**config.mk**
```make
export PLATFORM = sky130hd
export DESIGN_NAME = cppc_top
export DESIGN_NICKNAME = d
export VERILOG_FILES = /design/src/core/cppc_top.v /design/src/core/cppc_sync.v /design/src/core/cppc_wake_timer.v
export VERILOG_INCLUDE_DIRS = /design/src /design/src/core
export SDC_FILE = /design/constraint.sdc
export NUM_CORES = 1
export LEC_CHECK = 0
export ABC_CLOCK_PERIOD_IN_PS = 4000
export BUFFER_PORTS_ARGS = -buffer_cell sky130_fd_sc_hd__buf_2
export CORE_ASPECT_RATIO = 0.5
export CORE_MARGIN = 4
export CORE_UTILIZATION = 56
export DETAILED_ROUTE_END_ITERATION = 8
export MAX_ROUTING_LAYER = met4
export PLACE_DENSITY = 0.79
export SYNTH_ARGS = -nofsm -noshare
export SYNTH_HDL_FRONTEND = slang
export SYNTH_SLANG_ARGS = --single-unit
```
**constraint.sdc**
```tcl
create_clock -name i_clk -period 4 [get_ports i_clk]
set_clock_uncertainty 0.1 [all_clocks]
set_input_delay 0 -clock i_clk [delete_from_list [all_inputs] [get_ports i_clk]]
set_output_delay 0 -clock i_clk [all_outputs]
set_load 0.02 [all_outputs]
```
**src/core/cppc_regs.vh**
```
// constants for the charger power path control registers
// assumes a 100 MHz core clock and an 8-bit register port
//
// Contract
// - block bit set forces both input fet pair enables to zero
// - reverse source enable: 0 off, 1 on; cleared by watchdog or register reset
// - reverse pulse skip off bit; cleared by watchdog or register reset
// - forward pulse skip off bit; restored by register reset only
// - wake pin low hold to leave ship mode: 1 s at 0, 15 ms at 1
// - precharge linear off bit; cleared by watchdog or register reset
// - reverse audio guard off bit; cleared by watchdog or register reset
// - forward audio guard off bit; restored by register reset only
// - pair 2 drive bit; locked at zero when pair 2 absent at power-on
// - pair 1 drive bit; locked at zero when pair 1 absent at power-on
// - rate select: 0 gives 1.5 MHz, 1 gives 750 kHz; strap sets power-on value
// - indicator pin off bit; cleared by watchdog or register reset
// - system short hiccup off bit; restored by register reset only
// - reverse undervolt hiccup off bit; restored by register reset only
// - detect force bit accepted only when battery above minimum; self-clears when done
// - forced detection: halt switching, measure input, update input voltage limit
// - input overcurrent enable resets to one; restored by register reset only
// - watchdog expiry returns watchdog-resettable fields to defaults
`ifndef CPPC_REGS_VH
`define CPPC_REGS_VH

`define CPPC_ADDR_CTRL_A   8'h12
`define CPPC_ADDR_CTRL_B   8'h13
`define CPPC_RESET_A       8'h00
`define CPPC_RESET_B       8'h01
// control a reset value below the block bit
`define CPPC_RESET_A_LOW   7'h00

// control a field positions
`define CPPC_A_FET_BLOCK   7
`define CPPC_A_REV_EN      6
`define CPPC_A_REV_PSKIP   5
`define CPPC_A_FWD_PSKIP   4
`define CPPC_A_SHIP_HOLD   3
`define CPPC_A_PRE_LIN     2
`define CPPC_A_REV_AUDIO   1
`define CPPC_A_FWD_AUDIO   0

// control b field positions
`define CPPC_B_PAIR2       7
`define CPPC_B_PAIR1       6
`define CPPC_B_RATE        5
`define CPPC_B_IND_OFF     4
`define CPPC_B_SYS_SHORT   3
`define CPPC_B_REV_UVP     2
`define CPPC_B_DET_FORCE   1
`define CPPC_B_OCP_EN      0

// power-on capture waits for the pin synchronisers to settle
`define CPPC_CAPTURE_WAIT  3'h4

// ship exit hold times in milliseconds
`define CPPC_SHIP_EXIT_LONG_MS  11'h3e8
`define CPPC_SHIP_EXIT_SHORT_MS 11'h00f
// clock rate in kHz gives cycles per millisecond
`define CPPC_CLK_KHZ       100000
`define CPPC_MS_CYCLES     (`CPPC_CLK_KHZ * 1)

// input voltage limit width
`define CPPC_VLIM_W        8

`endif

```
**src/core/cppc_top.v**
```verilog
// charger power path control registers and their side effects
// assumes a register port driven by the serial interface engine,
// watchdog and register-reset pulses from their owners, and an adc
// that answers a start pulse with a done pulse and a result
`default_nettype none
`include "cppc_regs.vh"
module cppc_top #(
  parameter MS_CYCLES = `CPPC_MS_CYCLES
) (
  input  wire                     i_clk,
  input  wire                     i_nrst,
  // register port
  input  wire [7:0]               i_reg_addr,
  input  wire [7:0]               i_reg_wdata,
  input  wire                     i_reg_wr,
  input  wire                     i_reg_rd,
  output wire [7:0]               o_reg_rdata,
  // reset sources on the core clock
  input  wire                     i_wdog_expire,
  input  wire                     i_reg_reset,
  // pins from outside the clock domain
  input  wire                     i_pair1_present,
  input  wire                     i_pair2_present,
  input  wire                     i_strap_config_pin,
  input  wire                     i_vbat_above_min,
  input  wire                     i_wake_button_pin_n,
  // converter and adc handshake
  input  wire                     i_ship_mode,
  input  wire                     i_adc_done,
  input  wire [`CPPC_VLIM_W-1:0]  i_adc_result,
  output wire                     o_adc_start,
  output wire                     o_switch_halt,
  output wire                     o_vlimit_wr,
  output wire [`CPPC_VLIM_W-1:0]  o_vlimit_value,
  // control outputs
  output wire                     o_fet_pair1_drive,
  output wire                     o_fet_pair2_drive,
  output wire                     o_reverse_source_enable,
  output wire                     o_reverse_pulse_skip_off,
  output wire                     o_forward_pulse_skip_off,
  output wire                     o_precharge_linear_off,
  output wire                     o_reverse_audio_guard_off,
  output wire                     o_forward_audio_guard_off,
  output wire                     o_switching_rate_select,
  output wire                     o_indicator_pin_off,
  output wire                     o_system_short_hiccup_off,
  output wire                     o_reverse_undervolt_hiccup_off,
  output wire                     o_input_overcurrent_enable,
  output wire                     o_ship_exit
);
  // detection sequencer states
  localparam [1:0] ST_IDLE = 2'b00;
  localparam [1:0] ST_HALT = 2'b01;
  localparam [1:0] ST_MEAS = 2'b10;
  localparam [1:0] ST_LOAD = 2'b11;

  reg                    rst_meta_q;
  reg                    rst_q;
  wire [4:0]             pin_lvl;
  wire                   pair1_seen;
  wire                   pair2_seen;
  wire                   strap_lvl;
  wire                   vbat_ok;
  wire                   wake_high;

  reg  [7:0]             ctrl_a_q;
  reg  [7:0]             ctrl_b_q;
  reg  [7:0]             ctrl_b_d;
  reg  [2:0]             cap_cnt_q;
  reg                    cap_done_q;
  reg                    pair1_lock_q;
  reg                    pair2_lock_q;
  reg                    strap_q;
  reg  [1:0]             det_st_q;
  reg  [1:0]             det_st_d;
  reg                    adc_start_q;
  reg                    halt_q;
  reg                    vlim_wr_q;
  reg  [`CPPC_VLIM_W-1:0] vlim_q;
  reg  [7:0]             rdata_q;
  wire                   wr_a;
  wire                   wr_b;
  wire                   det_done;

  // release the asynchronous reset through two flip-flops
  always @(posedge i_clk or negedge i_nrst) begin
    if (!i_nrst) begin
      rst_meta_q <= 1'b0;
      rst_q      <= 1'b0;
    end else begin
      rst_meta_q <= 1'b1;
      rst_q      <= rst_meta_q;
    end
  end

  // all external pins pass the three-stage synchroniser
  cppc_sync #(
    .W (5)
  ) u_sync (
    .i_clk   (i_clk),
    .i_rst_n (rst_q),
    .i_pin   ({i_wake_button_pin_n, i_vbat_above_min, i_strap_config_pin,
                i_pair2_present, i_pair1_present}),
    .o_level (pin_lvl)
  );

  assign pair1_seen = pin_lvl[0];
  assign pair2_seen = pin_lvl[1];
  assign strap_lvl  = pin_lvl[2];
  assign vbat_ok    = pin_lvl[3];
  assign wake_high  = pin_lvl[4];

  // catch straps and fet population once the synchronisers settle
  always @(posedge i_clk or negedge rst_q) begin
    if (!rst_q) begin
      cap_cnt_q    <= 3'h0;
      cap_done_q   <= 1'b0;
      pair1_lock_q <= 1'b1;
      pair2_lock_q <= 1'b1;
      strap_q      <= 1'b0;
    end else begin
      // counter runs two past the latch so the load cycle shows once
      if (cap_cnt_q != `CPPC_CAPTURE_WAIT + 3'h2) begin
        cap_cnt_q <= cap_cnt_q + 3'h1;
      end
      if (!cap_done_q && cap_cnt_q == `CPPC_CAPTURE_WAIT) begin
        cap_done_q   <= 1'b1;
        pair1_lock_q <= !pair1_seen;
        pair2_lock_q <= !pair2_seen;
        strap_q      <= strap_lvl;
      end
    end
  end

  assign wr_a = i_reg_wr && (i_reg_addr == `CPPC_ADDR_CTRL_A);
  assign wr_b = i_reg_wr && (i_reg_addr == `CPPC_ADDR_CTRL_B);

  // control a: host writes, register reset and watchdog defaults
  always @(posedge i_clk or negedge rst_q) begin
    if (!rst_q) begin
      ctrl_a_q <= `CPPC_RESET_A;
    end else if (i_reg_reset) begin
      // register reset keeps the block bit; only power-on or a host write clears it
      ctrl_a_q <= {ctrl_a_q[`CPPC_A_FET_BLOCK], `CPPC_RESET_A_LOW};
    end else if (wr_a) begin
      ctrl_a_q <= i_reg_wdata;
    end else if (i_wdog_expire) begin
      ctrl_a_q[`CPPC_A_REV_EN]    <= 1'b0;
      ctrl_a_q[`CPPC_A_REV_PSKIP] <= 1'b0;
      ctrl_a_q[`CPPC_A_PRE_LIN]   <= 1'b0;
      ctrl_a_q[`CPPC_A_REV_AUDIO] <= 1'b0;
    end
  end

  // control b next value
  always @* begin
    ctrl_b_d = ctrl_b_q;
    if (i_reg_reset) begin
      // pair enables are power-on only; rate reloads from the strap
      ctrl_b_d = `CPPC_RESET_B;
      ctrl_b_d[`CPPC_B_PAIR2] = ctrl_b_q[`CPPC_B_PAIR2];
      ctrl_b_d[`CPPC_B_PAIR1] = ctrl_b_q[`CPPC_B_PAIR1];
      ctrl_b_d[`CPPC_B_RATE]  = strap_q;
    end else begin
      if (wr_b) begin
        ctrl_b_d[`CPPC_B_PAIR2]     = i_reg_wdata[`CPPC_B_PAIR2];
        ctrl_b_d[`CPPC_B_PAIR1]     = i_reg_wdata[`CPPC_B_PAIR1];
        ctrl_b_d[`CPPC_B_RATE]      = i_reg_wdata[`CPPC_B_RATE];
        ctrl_b_d[`CPPC_B_IND_OFF]   = i_reg_wdata[`CPPC_B_IND_OFF];
        ctrl_b_d[`CPPC_B_SYS_SHORT] = i_reg_wdata[`CPPC_B_SYS_SHORT];
        ctrl_b_d[`CPPC_B_REV_UVP]   = i_reg_wdata[`CPPC_B_REV_UVP];
        ctrl_b_d[`CPPC_B_OCP_EN]    = i_reg_wdata[`CPPC_B_OCP_EN];
      end else if (i_wdog_expire) begin
        ctrl_b_d[`CPPC_B_IND_OFF] = 1'b0;
      end
      // hardware clear on completion; a fresh accepted write wins
      if (det_done) begin
        ctrl_b_d[`CPPC_B_DET_FORCE] = 1'b0;
      end
      if (wr_b && i_reg_wdata[`CPPC_B_DET_FORCE] && vbat_ok) begin
        ctrl_b_d[`CPPC_B_DET_FORCE] = 1'b1;
      end
    end
    // forced or locked pair enables hold zero
    if (ctrl_a_q[`CPPC_A_FET_BLOCK] || (wr_a && i_reg_wdata[`CPPC_A_FET_BLOCK])) begin
      ctrl_b_d[`CPPC_B_PAIR2] = 1'b0;
      ctrl_b_d[`CPPC_B_PAIR1] = 1'b0;
    end
    if (pair2_lock_q) begin
      ctrl_b_d[`CPPC_B_PAIR2] = 1'b0;
    end
    if (pair1_lock_q) begin
      ctrl_b_d[`CPPC_B_PAIR1] = 1'b0;
    end
  end

  // control b storage; rate takes the strap when capture completes
  always @(posedge i_clk or negedge rst_q) begin
    if (!rst_q) begin
      ctrl_b_q <= `CPPC_RESET_B;
    end else if (!cap_done_q) begin
      ctrl_b_q <= `CPPC_RESET_B;
    end else if (cap_done_q && cap_cnt_q == `CPPC_CAPTURE_WAIT + 3'h1) begin
      ctrl_b_q <= {ctrl_b_d[7:6], strap_q, ctrl_b_d[4:0]};
    end else begin
      ctrl_b_q <= ctrl_b_d;
    end
  end

  // the force bit clears the cycle after the limit is loaded
  assign det_done = vlim_wr_q;

  // forced detection sequencer next state
  always @* begin
    det_st_d = det_st_q;
    case (det_st_q)
      ST_IDLE: begin
        if (ctrl_b_q[`CPPC_B_DET_FORCE]) begin
          det_st_d = ST_HALT;
        end
      end
      ST_HALT: begin
        det_st_d = ST_MEAS;
      end
      ST_MEAS: begin
        if (i_adc_done) begin
          det_st_d = ST_LOAD;
        end
      end
      ST_LOAD: begin
        det_st_d = ST_IDLE;
      end
      default: begin
        det_st_d = ST_IDLE;
      end
    endcase
  end

  // sequencer outputs: halt switching, start adc, load the limit
  always @(posedge i_clk or negedge rst_q) begin
    if (!rst_q) begin
      det_st_q    <= ST_IDLE;
      halt_q      <= 1'b0;
      adc_start_q <= 1'b0;
      vlim_wr_q   <= 1'b0;
      vlim_q      <= {`CPPC_VLIM_W{1'b0}};
    end else if (i_reg_reset) begin
      det_st_q    <= ST_IDLE;
      halt_q      <= 1'b0;
      adc_start_q <= 1'b0;
      vlim_wr_q   <= 1'b0;
    end else begin
      det_st_q    <= det_st_d;
      adc_start_q <= (det_st_q == ST_HALT);
      halt_q      <= (det_st_d != ST_IDLE);
      vlim_wr_q   <= (det_st_q == ST_MEAS) && i_adc_done;
      if ((det_st_q == ST_MEAS) && i_adc_done) begin
        vlim_q <= i_adc_result;
      end
    end
  end

  // registered read data; unmapped addresses read zero
  always @(posedge i_clk or negedge rst_q) begin
    if (!rst_q) begin
      rdata_q <= 8'h00;
    end else if (i_reg_rd) begin
      if (i_reg_addr == `CPPC_ADDR_CTRL_A) begin
        rdata_q <= ctrl_a_q;
      end else if (i_reg_addr == `CPPC_ADDR_CTRL_B) begin
        rdata_q <= ctrl_b_q;
      end else begin
        rdata_q <= 8'h00;
      end
    end
  end

  // ship exit timing on the wake pin
  cppc_wake_timer #(
    .MS_CYCLES (MS_CYCLES)
  ) u_wake (
    .i_clk        (i_clk),
    .i_rst_n      (rst_q),
    .i_ship_mode  (i_ship_mode),
    .i_pin_low    (!wake_high),
    .i_hold_short (ctrl_a_q[`CPPC_A_SHIP_HOLD]),
    .o_exit       (o_ship_exit)
  );

  // outputs straight from register flops
  assign o_reg_rdata                  = rdata_q;
  assign o_adc_start                  = adc_start_q;
  assign o_switch_halt                = halt_q;
  assign o_vlimit_wr                  = vlim_wr_q;
  assign o_vlimit_value               = vlim_q;
  assign o_fet_pair1_drive            = ctrl_b_q[`CPPC_B_PAIR1];
  assign o_fet_pair2_drive            = ctrl_b_q[`CPPC_B_PAIR2];
  assign o_reverse_source_enable      = ctrl_a_q[`CPPC_A_REV_EN];
  assign o_reverse_pulse_skip_off     = ctrl_a_q[`CPPC_A_REV_PSKIP];
  assign o_forward_pulse_skip_off     = ctrl_a_q[`CPPC_A_FWD_PSKIP];
  assign o_precharge_linear_off       = ctrl_a_q[`CPPC_A_PRE_LIN];
  assign o_reverse_audio_guard_off    = ctrl_a_q[`CPPC_A_REV_AUDIO];
  assign o_forward_audio_guard_off    = ctrl_a_q[`CPPC_A_FWD_AUDIO];
  assign o_switching_rate_select      = ctrl_b_q[`CPPC_B_RATE];
  assign o_indicator_pin_off          = ctrl_b_q[`CPPC_B_IND_OFF];
  assign o_system_short_hiccup_off    = ctrl_b_q[`CPPC_B_SYS_SHORT];
  assign o_reverse_undervolt_hiccup_off = ctrl_b_q[`CPPC_B_REV_UVP];
  assign o_input_overcurrent_enable   = ctrl_b_q[`CPPC_B_OCP_EN];
endmodule
`default_nettype wire

```
**src/core/cppc_sync.v**
```verilog
// three-stage pin synchroniser, one lane per bit
// assumes inputs come from outside the clock domain
`default_nettype none
module cppc_sync #(
  parameter W = 1
) (
  input  wire         i_clk,
  input  wire         i_rst_n,
  input  wire [W-1:0] i_pin,
  output wire [W-1:0] o_level
);
  genvar g;
  generate
    for (g = 0; g < W; g = g + 1) begin : g_lane
      reg s1_q;
      reg s2_q;
      reg s3_q;
      reg lvl_q;
      // a change counts once stages two and three agree
      always @(posedge i_clk or negedge i_rst_n) begin
        if (!i_rst_n) begin
          s1_q  <= 1'b0;
          s2_q  <= 1'b0;
          s3_q  <= 1'b0;
          lvl_q <= 1'b0;
        end else begin
          s1_q <= i_pin[g];
          s2_q <= s1_q;
          s3_q <= s2_q;
          if (s2_q == s3_q) begin
            lvl_q <= s3_q;
          end
        end
      end
      assign o_level[g] = lvl_q;
    end
  endgenerate
endmodule
`default_nettype wire

```
**src/core/cppc_wake_timer.v**
```verilog
// ship-mode exit timer on the wake button pin
// assumes a synchronised active-low pin level and a ship mode flag
`default_nettype none
`include "cppc_regs.vh"
module cppc_wake_timer #(
  parameter MS_CYCLES = `CPPC_MS_CYCLES
) (
  input  wire i_clk,
  input  wire i_rst_n,
  input  wire i_ship_mode,
  input  wire i_pin_low,
  input  wire i_hold_short,
  output wire o_exit
);
  reg  [16:0] div_q;
  reg         tick_q;
  reg  [10:0] ms_q;
  reg         fired_q;
  reg         exit_q;
  wire [10:0] hold_ms;

  // millisecond enable pulse from the core clock
  always @(posedge i_clk or negedge i_rst_n) begin
    if (!i_rst_n) begin
      div_q  <= 17'h00000;
      tick_q <= 1'b0;
    end else if (!i_pin_low) begin
      div_q  <= 17'h00000;
      tick_q <= 1'b0;
    end else if (div_q == MS_CYCLES[16:0] - 17'h00001) begin
      div_q  <= 17'h00000;
      tick_q <= 1'b1;
    end else begin
      div_q  <= div_q + 17'h00001;
      tick_q <= 1'b0;
    end
  end

  // hold time chosen by the ship exit hold select bit
  assign hold_ms = i_hold_short ? `CPPC_SHIP_EXIT_SHORT_MS : `CPPC_SHIP_EXIT_LONG_MS;

  // count held-low time, fire once per press
  always @(posedge i_clk or negedge i_rst_n) begin
    if (!i_rst_n) begin
      ms_q    <= 11'h000;
      fired_q <= 1'b0;
      exit_q  <= 1'b0;
    end else begin
      exit_q <= 1'b0;
      if (!i_pin_low || !i_ship_mode) begin
        ms_q    <= 11'h000;
        fired_q <= 1'b0;
      end else if (tick_q && !fired_q) begin
        if (ms_q + 11'h001 >= hold_ms) begin
          fired_q <= 1'b1;
          exit_q  <= 1'b1;
        end
        ms_q <= ms_q + 11'h001;
      end
    end
  end

  assign o_exit = exit_q;
endmodule
`default_nettype wire

```
* Word-level counts from Yosys, hierarchy flattened *
Cells that the tools add are included.

cells by class
  eq/ne operators = 15
  bitwise gates (word level) = 1
  order comparisons = 1
  $add $sub $neg = 3
  mux-type cells = 41
  reductions and logical operators = 25

operator list
  cell                                                             number
  17-bit two-way mux                                               2
  8-bit two-way mux                                                4
  11-bit two-way mux                                               2
  1-bit two-way mux                                                19
  2-bit two-way mux                                                9
  17-bit by 1-bit adder with 17-bit output, second input constant  1
  17-bit == test, second input constant                            1
  8-bit by 5-bit == test with 1-bit output, second input constant  2
  11-bit by 1-bit adder with 11-bit output, second input constant  1
  11-bit greater-or-equal comparator                               1
  10-bit two-way mux                                               1
  1-bit logical AND                                                9
  2-bit case mux with 4 select lines                               1
  2-bit nonzero test                                               4
  7-bit two-way mux                                                1
  3-bit == test, second input constant                             2
  6-bit two-way mux                                                1
  2-bit AND reduction                                              3
  1-bit == test                                                    5
  1-bit zero test                                                  5
  2-bit == test, second input constant                             2
  4-bit by 2-bit != test with 1-bit output, second input constant  1
  3-bit by 1-bit adder with 3-bit output, second input constant    1
  3-bit two-way mux                                                1
  6 further kinds                                                  7

storage, ports and cells
  logic and storage cells = 129
  input port bits = 37
  bits in registers = 97

* Longest topological paths before layout *
Gate-level depths: netlist of the first run.

  depth in word-level cells = 9
  depth in mapped cells = 11
  depth with buffers taken out = 10

* Modules after synthesis *
A second synthesis of the first run with hierarchy kept.

second synthesis, totals
  cells, all modules = 408
  area total of the unflattened synthesis = 4490.6 sq um

modules (own cells, without submodules)
  module           times used  cells an instance  sequential area each (sq um)  area an instance (sq um)
  cppc_top         1           194                1154.9                        2104.5
  cppc_wake_timer  1           184                775.7                         1791.7
  cppc_sync        1           30                 500.5                         594.3

* Least setup slack after synthesis of the first run *
OpenSTA, ideal clock, no wires.

  path type = register to register
  from = register u_wake.ms_q[0]
  to = register u_wake.fired_q
  path slack = 1.715 ns
  cell stages (with the launch flop) = 11
  period minus slack after synthesis = 2.285 ns
  data arrival time = 2.043 ns
  setup time = 0.142 ns
  data required time = 3.758 ns
  buffers on the path = 1
  cell sequence = dfrtp_1 -> ha_1 -> nand3_2 -> or2_1 -> buf_6 -> nor2_1 -> xor2_1 -> ha_1 -> a21o_1 -> a21oi_1 -> a41oi_1

between the ends
  word-level cells in the longest chain between the ends = 4

RTL lines
  what                                      line                  RTL
  start, declared                           cppc_wake_timer.v:17  reg [10:0] ms_q;
  start signal, assigned                    cppc_wake_timer.v:58  ms_q <= ms_q + 11'h001;
  11-bit by 1-bit adder with 11-bit output  cppc_wake_timer.v:54  if (ms_q + 11'h001 >= hold_ms) begin
  11-bit greater-or-equal comparator        cppc_wake_timer.v:54
  2-bit nonzero test (no line)              --
  2-bit AND reduction (no line)             --
  end signal, assigned                      cppc_wake_timer.v:46  fired_q <= 1'b0;
  end signal, assigned                      cppc_wake_timer.v:52  fired_q <= 1'b0;
  end signal, assigned                      cppc_wake_timer.v:55  fired_q <= 1'b1;
  end, declared                             cppc_wake_timer.v:18  reg fired_q;

No other way between the ends.
A chain may end at the register's enable or synchronous reset.

* Final worst setup path of the first run *
Same ends and word-level chain as after synthesis.

==> results of run 1 <==
==> state kept, by name, indices dropped and copies added, names as in the netlist, 2 cells and up <==
signal               count
cap_cnt_q                3
ctrl_a_q                 8
ctrl_b_q                 8
det_st_q                 2
o_reg_rdata              8
o_vlimit_value           8
u_sync.g_lane.lvl_q      5
u_sync.g_lane.s1_q       5
u_sync.g_lane.s2_q       5
u_sync.g_lane.s3_q       5
u_wake.div_q            17
u_wake.ms_q             11
==> worst reg2reg max path, delay by kind of cell (launching register included) <==
kind	cells	cell delay (ns)
and+or+nand+nor	3	0.63
AOI/OAI and AO/OA	3	0.54
adders and majority gates	2	0.52
DFF	1	0.42
xor gates and xnor gates	1	0.18
==> stage by stage <==
step | power [mW] | utilization, % | worst slack [ns] | hold slack, ns
2_1_floorplan | 1.13 | - | 1.00 | -0.396
3_3_place_gp | 1.18 | 64.3 | 1.60 | -0.314
3_5_place_dp | 1.18 | 64.3 | 1.50 | -0.312
4_1_cts | 2.18 | 73.6 | 1.48 | 0.0125
5_1_grt | 2.25 | 73.6 | 1.32 | 0.0377
6_report | 2.17 | 73.6 | 1.48 | 0.0218
==> area by class of cell <==
cell class / instances / area, um2
flip-flops and latches: 97 / 2430
fillers: 513 / 1970
multi-input cells: 287 / 1830
repair buffers: 105 / 703
clock buffers: 11 / 243
well taps: 108 / 135
clock inverters: 5 / 103
inverters: 10 / 37.5
==> power groups by stage <==
stage,clock network (mW),registers [mW],logic [mW]
after floorplan,0,1.08,0.0496
after global placement,0,1.07,0.112
after detailed placement,0,1.07,0.114
after CTS,0.992,1.05,0.137
after global routing,1.04,1.06,0.151
final,0.981,1.05,0.138
==> synth_stat cells (3+ instances only) <==
| cell type | number | share of area [%] |
|---|---|---|
| nand4_1 | 7 | 1.0 |
| nor3_2 | 3 | 0.69 |
| nand3b_1 | 9 | 1.5 |
| maj3_1 | 5 | 1.1 |
| mux2i_1 | 4 | 0.92 |
| nor2_1 | 34 | 2.9 |
| a21oi_1 | 30 | 3.4 |
| buf_2 | 4 | 0.46 |
| dfstp_2 | 3 | 1.8 |
| nand3_1 | 13 | 1.5 |
| or3_1 | 3 | 0.43 |
| ha_1 | 17 | 4.9 |
| nand2b_1 | 3 | 0.43 |
| xor2_1 | 17 | 3.4 |
| xnor2_1 | 15 | 3.0 |
| nor2_2 | 12 | 1.7 |
| o21ai_0 | 8 | 0.92 |
| inv_1 | 9 | 0.77 |
| a22oi_1 | 8 | 1.4 |
| dfrtp_1 | 94 | 54 |
| nand2_1 | 61 | 5.2 |
| nor3_1 | 4 | 0.46 |
| and3_1 | 4 | 0.57 |
==> cells by family (layout without fill, tap and decap cells) <==
family / count (synthesis) / after routing / synth area share, %
other cells: 1 / 1 / 0.0859
buf+inv: 21 / 131 / 2.35
flops: 97 / 97 / 55.7
mux: 6 / 6 / 1.43
compound gates: 56 / 56 / 7.94
fa+ha+maj: 22 / 22 / 6.02
xor+xnor: 32 / 32 / 6.42
simple gates: 170 / 170 / 20.1
==> layer usage <==
metal | track usage, % | up-vias | share of wire, %
met5 | - | - | 0
met4 | 6.11 | 0 | 1.4
met3 | 6.19 | 18 | 5.1
met2 | 34.9 | 96 | 47
met1 | 29.4 | 1579 | 47
li1 | - | 1585 | -
==> final timing paths <==
path                                                      start                              end  slack [ns]  cells past startpoint
min in group asynchronous                       rst_q$_DFF_PN0_        u_wake.div_q[4]$_DFF_PN0_        0.33                      0
max in group asynchronous                       rst_q$_DFF_PN0_          ctrl_b_q[0]$_DFFE_PN1P_        2.52                      1
worst max register to register       u_wake.ms_q[0]$_DFFE_PN0P_       u_wake.fired_q$_DFFE_PN0P_        1.48                      9
worst min-delay path                              i_reg_addr[0]          ctrl_b_q[0]$_DFFE_PN1P_        0.02                      3
worst max-delay path                 u_wake.ms_q[0]$_DFFE_PN0P_       u_wake.fired_q$_DFFE_PN0P_        1.48                      9
worst min register to register  u_sync.g_lane[4].s1_q$_DFF_PN0_  u_sync.g_lane[4].s2_q$_DFF_PN0_        0.25                      0
==> impl_metrics.csv, run 1 <==
group,metric,value,unit
flow_run,maxCapViolCount,0,
route,wl_per_cell,15.2,um
critical_path,critPathBufInv,0,
grt,grt_pass1_wl,16300,um
power,pwr-share-seq,48.5,%
power,combPwrFrac,6.3,%
route,num_vias,3278,
finish,antennaDiodeCount,0,
critical_path,worstPathCellList,"ha_1, nand3_2, or2_1, nor2_1, xor2_1, ha_1, a21o_1, a21oi_1, a41oi_1",
placement,dp_hpwl,6110,um
clock_network,cts-resized-gates,0,
grt,grt_max_degree,68,
finish,final_cells,623,
placement,gp_congestion,0.817,
critical_path,crit_path_top_delay_cell,"dfrtp_1",
route,vias_per_cell,5.26,
clock_network,cts_tree,"done",
route,route.detailed.drc,0,
power,p_switching,465,uW
floorplanning,rows,22,
route,drt_pass1_iterations,4,
critical_path,slowest_delay,0.42,ns
power,p_leak,2.58,nW
grt,grt-ovfl-total,0,
critical_path,cp_max_fo,7,
clock_network,cts_made_buffers,9,
clock_network,cts_sinks,97,
floorplanning,io_pins,70,
synthesis,synthArstFlopShare,100,%
grt,grt_usage,22.5,%
synthesis,synth-edff-count,0,
synthesis,synthCells,405,
placement,placed_cells,572,
timing,setup_viol,0,
route,drt-total-wl,9440,um
floorplanning,die_height,70.4,um
finish,finalNetCount,564,
timing,hold_viol,0,
power,pwr-share-clk,45.2,%
timing,timing.final.crit_share,63.1,%
finish,syn_to_final_growth,25.7,%
clock_network,clockBufferDepth,2,
power,cellPowerDensity,396,nW/um2
synthesis,postSynthRegisterBits,97,
clock_network,clk_pin_slew,0.06,ns
timing,slew_viol_final,0,
floorplanning,die_w,133,um
clock_network,htreeDepth,3,
finish,final_common_cell,"dfrtp_1",
route,drtIter0Drc,230,
floorplanning,core_area,7460,um2
synthesis,synth_warnings,0,
floorplanning,die-area,9360,um2
synthesis,synth.avg_cell_area,10.8,um2
clock_network,cts_setup_buffers,0,
grt,grt_pass1_vias,3372,
route,drtAntennaViolNets,0,
finish,layout-drive-gt1-share,22.3,%
power,ir_drop,0.263,mV
floorplanning,floorplan.initialDensity,58.5,%
synthesis,synth_flop_cell,"dfrtp_1",
placement,dpl_cell_area,4790,um2
finish,fin_area,5490,um2
placement,portBuffers,69,
synthesis,synth_nets,459,
timing,worst_pin_slew,0.870,ns
synthesis,ys_types,53,
timing,maxSlewHeadroom,42.0,%
timing,fmax,0.396,GHz
clock_network,cts_hold_buf,35,
status,status,"finished clean",
critical_path,path_class,"flip-flop to flip-flop",
critical_path,end_kind,"flip-flop",
critical_path,crit_family,"simple AND/OR/NAND/NOR gates",
finish,mostFrequentLayoutCells,"dfrtp_1 (93), buf_2 (69), nand2_1 (61)",
power,switching_share,21.4,%
grt,antenna_found_initial,0,
timing,rsz0062_at_grt,"no",
synthesis,syn_area,4370,um2
timing,finalSetupTns,0,ns
clock_network,root_buffer,"clkbuf_16",
clock_network,insertion_delay,0.34,ns
timing,layout_min_cycle_time,2.52,ns
critical_path,required,4.10,ns
min_path,hold_class,"primary input to flip-flop",
critical_path,crit_top_cell,"ha_1",
power,internal_power,1.71,mW
critical_path,crit_arrival,2.63,ns
synthesis,seq_area_frac_synth,55.7,%
critical_path,startpoint_type,"flip-flop",
No activity file was read; power rests on OpenSTA's default activity.
==> run 2, diff against run 1 <==
--- a/config.mk
+++ b/config.mk
@@ -6,14 +6,14 @@
 export SDC_FILE = /design/constraint.sdc
 export NUM_CORES = 1
 export LEC_CHECK = 0
-export ABC_CLOCK_PERIOD_IN_PS = 4000
+export ABC_CLOCK_PERIOD_IN_PS = 2200
 export BUFFER_PORTS_ARGS = -buffer_cell sky130_fd_sc_hd__buf_2
 export CORE_ASPECT_RATIO = 0.5
 export CORE_MARGIN = 4
-export CORE_UTILIZATION = 56
+export CORE_UTILIZATION = 51
 export DETAILED_ROUTE_END_ITERATION = 8
 export MAX_ROUTING_LAYER = met4
-export PLACE_DENSITY = 0.79
+export PLACE_DENSITY = 0.76
 export SYNTH_ARGS = -nofsm -noshare
 export SYNTH_HDL_FRONTEND = slang
 export SYNTH_SLANG_ARGS = --single-unit
==> constraint.sdc (replaced) <==
create_clock -name i_clk -period 2.2 [get_ports i_clk]
set_clock_uncertainty 0.1 [all_clocks]
set_input_delay 0 -clock i_clk [delete_from_list [all_inputs] [get_ports i_clk]]
set_output_delay 0 -clock i_clk [all_outputs]
set_load 0.02 [all_outputs]
==> run 2 against run 1 <==
Effect of this change: fmax grew 16%; sequential cell count is the same; hold slack better by 0.023 ns; non-clock buffer count grew 18; wire length grew 2.3%; register-to-register slack worse by 1.5 ns; final cell count increased by 3.5%; sequential power is 81% higher; first-iteration DRC count down 2.2%; critical path type unchanged; critical endpoint unchanged; largest cell class unchanged; largest power group unchanged; highest routed layer unchanged.
==> impl_metrics.csv, run 2 (synthesized netlist as in run 1, its figures left out) <==
group,metric,value,unit
timing,hold_viol,0,
critical_path,required,2.32,ns
floorplanning,floorplan.initialDensity,53.4,%
route,drt_pass1_iterations,4,
route,wl_per_cell,15.0,um
placement,portBuffers,69,
status,status,"finished clean",
finish,top_register,"u_wake.div_q",
route,drt-total-wl,9660,um
finish,mostFrequentLayoutCells,"dfrtp_1 (93), buf_2 (69), nand2_1 (61)",
timing,fmax,0.459,GHz
clock_network,insertion_delay,0.35,ns
flow_run,maxCapViolCount,0,
critical_path,cp_max_fo,3,
route,wl_met3,635,um
critical_path,end_kind,"flip-flop",
min_path,hold_class,"primary input to flip-flop",
grt,grt_usage,20.5,%
power,cellPowerDensity,657,nW/um2
timing,layout_min_cycle_time,2.18,ns
clock_network,root_buffer,"clkbuf_16",
placement,dpl_cell_area,4910,um2
grt,grt_pass1_wl,16000,um
timing,finalSetupTns,0,ns
power,p_leak,2.66,nW
route,met1_length,4280,um
clock_network,cts_sinks,97,
route,drtIter0Drc,225,
finish,antennaDiodeCount,0,
power,power.total,3.71,mW
critical_path,path_class,"flip-flop to flip-flop",
grt,grt_pass1_vias,3366,
route,highest_layer,"met4",
finish,fin_area,5650,um2
power,ir_drop,0.421,mV
finish,postLayoutCoreUtil,69.2,%
route,vias_per_cell,5.19,
placement,dpl_worst_slack,-0.0308,ns
floorplanning,die-area,10200,um2
placement,dp_hpwl,6350,um
critical_path,crit_path_top_delay_cell,"dfrtp_1",
clock_network,clockBufferDepth,2,
grt,grt_max_degree,34,
clock_network,htreeDepth,3,
timing,setup_viol,0,
route,wl_met2,4580,um
critical_path,worstPathCellList,"ha_4, nand3_4, or2_4, xnor2_2, ha_1, a21oi_2, nand2_1, o21ai_2, a41oi_1",
grt,antenna_found_initial,0,
timing,postLayoutSetupSlackWorst,0.0207,ns
critical_path,slowest_delay,0.41,ns
finish,finalNetCount,582,
timing,worst_pin_slew,0.522,ns
placement,gp_congestion,0.841,
timing,slew_viol_final,0,
timing,maxSlewHeadroom,65.2,%
finish,layout-drive-gt1-share,26.6,%
clock_network,cts_tree,"done",
floorplanning,die_w,139,um
clock_network,cts_made_buffers,9,
finish,largestRegisters,"u_wake.div_q: 17 flops, u_wake.ms_q: 11 flops",
floorplanning,io_pins,70,
finish,largest_register_ffs,17,
critical_path,crit_arrival,2.30,ns
timing,rsz0062_at_grt,"yes",
route,drtAntennaViolNets,0,
finish,final_common_cell,"dfrtp_1",
floorplanning,core_area,8170,um2
route,num_vias,3345,
floorplanning,die_height,73.4,um
timing,timing.final.crit_share,99.1,%
clock_network,clk_pin_slew,0.07,ns
floorplanning,rows,23,
finish,syn_to_final_growth,29.5,%
route,route.detailed.drc,0,
grt,grt-ovfl-total,0,
critical_path,startpoint_type,"flip-flop",
[run 2: changes by cell type in the layout (fill, tap and decap cells not counted), sizes merged]
cell,before,now
buf,70,87
inv,9,14
bufinv,3,0
clkbuf,11,9
dlygate4sd3,35,36
[run 2: path summary, 6_finish.rpt]
path	to	slack (ns)	cells after the start	startpoint
worst min-delay path	ctrl_b_q[0]$_DFFE_PN1P_	0.04	4	i_reg_addr[2]
worst max register to register	u_wake.fired_q$_DFFE_PN0P_	0.02	9	u_wake.ms_q[1]$_DFFE_PN0P_
worst max-delay path	u_wake.fired_q$_DFFE_PN0P_	0.02	9	u_wake.ms_q[1]$_DFFE_PN0P_
min in group asynchronous	u_wake.div_q[5]$_DFF_PN0_	0.17	0	rst_q$_DFF_PN0_
worst min register to register	u_wake.div_q[5]$_DFF_PN0_	0.17	0	rst_q$_DFF_PN0_
max in group asynchronous	pair2_lock_q$_DFFE_PN1P_	1.23	1	rst_q$_DFF_PN0_
[run 2: critical path, delay by kind of cell, from the launching register on]
kind	cells	cell delay, ns
compound gates	3	0.47
flops	1	0.41
xor+xnor	1	0.14
fa+ha+maj	2	0.48
simple gates	3	0.44
[run 2: stage by stage]
step | hold WS, ns | instances
6_report | 0.0447 | 645
5_1_grt | 0.0639 | 645
4_1_cts | 0.0329 | 642
3_5_place_dp | -0.310 | 588
3_3_place_gp | -0.312 | 588
2_1_floorplan | -0.396 | 405
[run 2: power by group]
part | total, mW | internal [mW] | switching (mW)
sequential | 1.90 | 1.85 | 0.0500
clock | 1.54 | 0.800 | 0.744
combinational | 0.270 | 0.121 | 0.148
total | 3.71 | 2.77 | 0.942
[run 2: layout make-up]
class / count / area, um2
multi-input cells: 287 / 1890
fillers: 606 / 2520
inverters: 10 / 37.5
clock buffers: 9 / 225
flip-flops and latches: 97 / 2430
repair buffers: 123 / 853
clock inverters: 7 / 70.1
well taps: 112 / 140
[run 2: timing repair]
action                     in CTS  in global routing
gates resized for setup         6                  4
setup endpoints to repair       2                  2
buffers inserted                2                  3
hold buffers                   36                  0
pin swaps                       6                  5
hold endpoints to repair       42                  0
[run 2: metal layers]
metal	vias up	GRT usage, %
li1	1612	-
met1	1608	25.3
met2	108	33.7
met3	17	6.44
met4	0	5.31
met5	-	-
==> run 3, diff against run 2 <==
--- a/config.mk
+++ b/config.mk
@@ -6,14 +6,15 @@
 export SDC_FILE = /design/constraint.sdc
 export NUM_CORES = 1
 export LEC_CHECK = 0
-export ABC_CLOCK_PERIOD_IN_PS = 2200
+export ABC_CLOCK_PERIOD_IN_PS = 2650
 export BUFFER_PORTS_ARGS = -buffer_cell sky130_fd_sc_hd__buf_2
 export CORE_ASPECT_RATIO = 0.5
 export CORE_MARGIN = 4
-export CORE_UTILIZATION = 51
+export CORE_UTILIZATION = 45
+export CTS_CLUSTER_DIAMETER = 80
 export DETAILED_ROUTE_END_ITERATION = 8
 export MAX_ROUTING_LAYER = met4
-export PLACE_DENSITY = 0.76
+export PLACE_DENSITY = 0.66
 export SYNTH_ARGS = -nofsm -noshare
 export SYNTH_HDL_FRONTEND = slang
 export SYNTH_SLANG_ARGS = --single-unit
==> constraint.sdc (replaced) <==
create_clock -name i_clk -period 2.65 [get_ports i_clk]
set_clock_uncertainty 0.1 [all_clocks]
set_input_delay 0 -clock i_clk [delete_from_list [all_inputs] [get_ports i_clk]]
set_output_delay 0 -clock i_clk [all_outputs]
set_load 0.02 [all_outputs]
==> run 3 against run 2 <==
Effect of this change: count of clock-buffer cells in the layout up 4; combinational power down 20%; fmax fell by 8.9%; total power fell by 19%; sequential cell count did not move; critical endpoint unchanged; largest cell class unchanged; highest routed layer unchanged.
==> impl_metrics.csv, run 3 (synthesized netlist as in run 1, its figures left out) <==
group,metric,value,unit
status,status,"finished clean",
finish,layout-drive-gt1-share,22.5,%
clock_network,clk_pin_slew,0.06,ns
clock_network,cts_tree,"done",
placement,placed_cells,600,
grt,use_met3,3.91,%
critical_path,end_kind,"flip-flop",
timing,rsz0062_at_grt,"no",
floorplanning,die-area,11400,um2
critical_path,worstPathCellList,"ha_1, nand3_2, or2_4, nor2_1, xor2_1, ha_1, a21o_1, a21oi_1, a41oi_1",
critical_path,crit_family,"simple AND/OR/NAND/NOR gates",
critical_path,cp_max_fo,7,
floorplanning,core_area,9450,um2
route,drtAntennaViolNets,0,
timing,layout_min_cycle_time,2.39,ns
grt,grt_pass1_vias,3257,
finish,final_common_cell,"dfrtp_1",
clock_network,insertion_delay,0.33,ns
timing,hold_viol,0,
grt,gr-usage-met1,24.4,%
placement,gp_congestion,0.805,
critical_path,crit-reg2reg-capture,"u_wake.fired_q$_DFFE_PN0P_",
critical_path,crit_arrival,2.49,ns
power,ir_drop,0.333,mV
critical_path,slowest_delay,0.41,ns
power,power.total,3.03,mW
route,route.detailed.drc,0,
critical_path,r2r_slack,0.26,ns
grt,grt_pass1_wl,15700,um
finish,mostFrequentLayoutCells,"dfrtp_1 (93), buf_2 (69), nand2_1 (61)",
flow_run,maxCapViolCount,0,
critical_path,crit_top_cell,"ha_1",
timing,finalSetupTns,0,ns
critical_path,required,2.75,ns
timing,fmax,0.418,GHz
min_path,hold_class,"primary input to flip-flop",
timing,timing.final.crit_share,90.2,%
critical_path,startpoint_type,"flip-flop",
finish,antennaDiodeCount,0,
route,drt-total-wl,8910,um
clock_network,cts_sinks,97,
grt,grt-ovfl-total,0,
timing,setup_viol,0,
grt,grt_max_degree,54,
route,drt_pass1_iterations,4,
placement,dp_hpwl,6020,um
clock_network,root_buffer,"clkbuf_16",
route,num_vias,3181,
clock_network,htreeDepth,3,
power,cellPowerDensity,552,nW/um2
grt,grt_util_met2,26.0,%
power,p_leak,2.56,nW
grt,antenna_found_initial,0,
finish,finalNetCount,565,
finish,largest_register_ffs,17,
timing,slew_viol_final,0,
floorplanning,rows,25,
finish,nFillCells,864,
finish,fin_area,5480,um2
min_path,hold_depth,3,
placement,dpl_cell_area,4850,um2
clock_network,cts_made_buffers,9,
placement,portBuffers,69,
clock_network,cts_setup_buffers,0,
critical_path,timing.rr.start,"u_wake.ms_q[0]$_DFFE_PN0P_",
finish,syn_to_final_growth,25.6,%
finish,final_cells,651,
finish,largestRegisters,"u_wake.div_q: 17 flops, u_wake.ms_q: 11 flops",
min_path,whs_endpoint,"ctrl_b_q[0]$_DFFE_PN1P_",
route,wl_per_cell,13.7,um
floorplanning,floorplan.initialDensity,46.2,%
floorplanning,die_height,77.7,um
floorplanning,io_pins,70,
critical_path,crit_path_top_delay_cell,"dfrtp_1",
timing,worst_pin_slew,0.559,ns
critical_path,critPathBufInv,0,
route,drtIter0Drc,199,
clock_network,clockBufferDepth,2,
grt,grt_usage,17.4,%
timing,maxSlewHeadroom,62.7,%
critical_path,path_class,"flip-flop to flip-flop",
finish,top_register,"u_wake.div_q",
route,vias_per_cell,4.89,
grt,grt.busiest_layer,"met2",
min_path,hold_path_startpoint,"i_reg_addr[0]",
critical_path,r2r_cells,9,
floorplanning,die_w,147,um
## run 3: cell types whose count changed in the layout (fill, tap and decap cells not counted), sizes merged
cell / before / now
clkinvlp: 1 / 2
clkinv: 2 / 1
inv: 14 / 10
clkbuf: 9 / 13
dlygate4sd3: 36 / 35
buf: 87 / 71
## run 3: what timing repair did
action                                  in CTS  in global routing
endpoints found under the hold margin       42                  0
hold buffers                                35                  0
endpoints found under the setup margin       0                  1
gates resized for setup                      0                  1
## run 3: worst max path at each step
stage	start	end	slack [ns]	cells past startpoint
after global routing	u_wake.ms_q[0]$_DFFE_PN0P_	u_wake.fired_q$_DFFE_PN0P_	0.08	9
after global placement	u_wake.ms_q[0]$_DFFE_PN0P_	u_wake.fired_q$_DFFE_PN0P_	0.22	9
final	u_wake.ms_q[0]$_DFFE_PN0P_	u_wake.fired_q$_DFFE_PN0P_	0.26	9
after floorplan	u_wake.ms_q[0]$_DFFE_PN0P_	u_wake.fired_q$_DFFE_PN0P_	0.37	10
after detailed placement	u_wake.ms_q[0]$_DFFE_PN0P_	u_wake.fired_q$_DFFE_PN0P_	0.19	9
after CTS	u_wake.ms_q[0]$_DFFE_PN0P_	u_wake.fired_q$_DFFE_PN0P_	0.15	9
## run 3: layer usage
metal | share of wire [%] | vias to the layer above
li1 | - | 1575
met1 | 51 | 1532
met2 | 44 | 67
met3 | 4.2 | 7
met4 | 0.71 | 0
met5 | 0 | -
## run 3: where the power goes
group          internal [mW]  total [mW]  switching (mW)
registers               1.54        1.58          0.0445
clock network          0.692        1.23           0.537
logic                 0.0967       0.215           0.119
total                   2.32        3.03           0.700
## run 3: metrics by stage
step	utilization, %	hold WS [ns]	setup slack [ns]
floorplan	-	-0.396	0.365
global placement	51.3	-0.312	0.221
detailed placement	51.3	-0.310	0.188
CTS	58.0	0.0114	0.155
global route	58.1	0.0550	0.0806
finish	58.1	0.0137	0.259
## run 3: cell type report
cell class	count	area [um2]	share of cell area, %
sequential	97	2430	44.4
multi-input combinational	287	1840	33.5
timing repair buffer	106	723	13.2
clock buffer	13	260	4.75
tap	135	169	3.08
inverter	10	37.5	0.684
clock inverter	3	23.8	0.433
## run 3: worst register-to-register path: cells and delay by family (launching register included)
family          cells  cell delay (ns)
simple gates        3             0.54
compound gates      3             0.52
fa+ha+maj           2             0.51
flops               1             0.41
xor+xnor            1             0.16
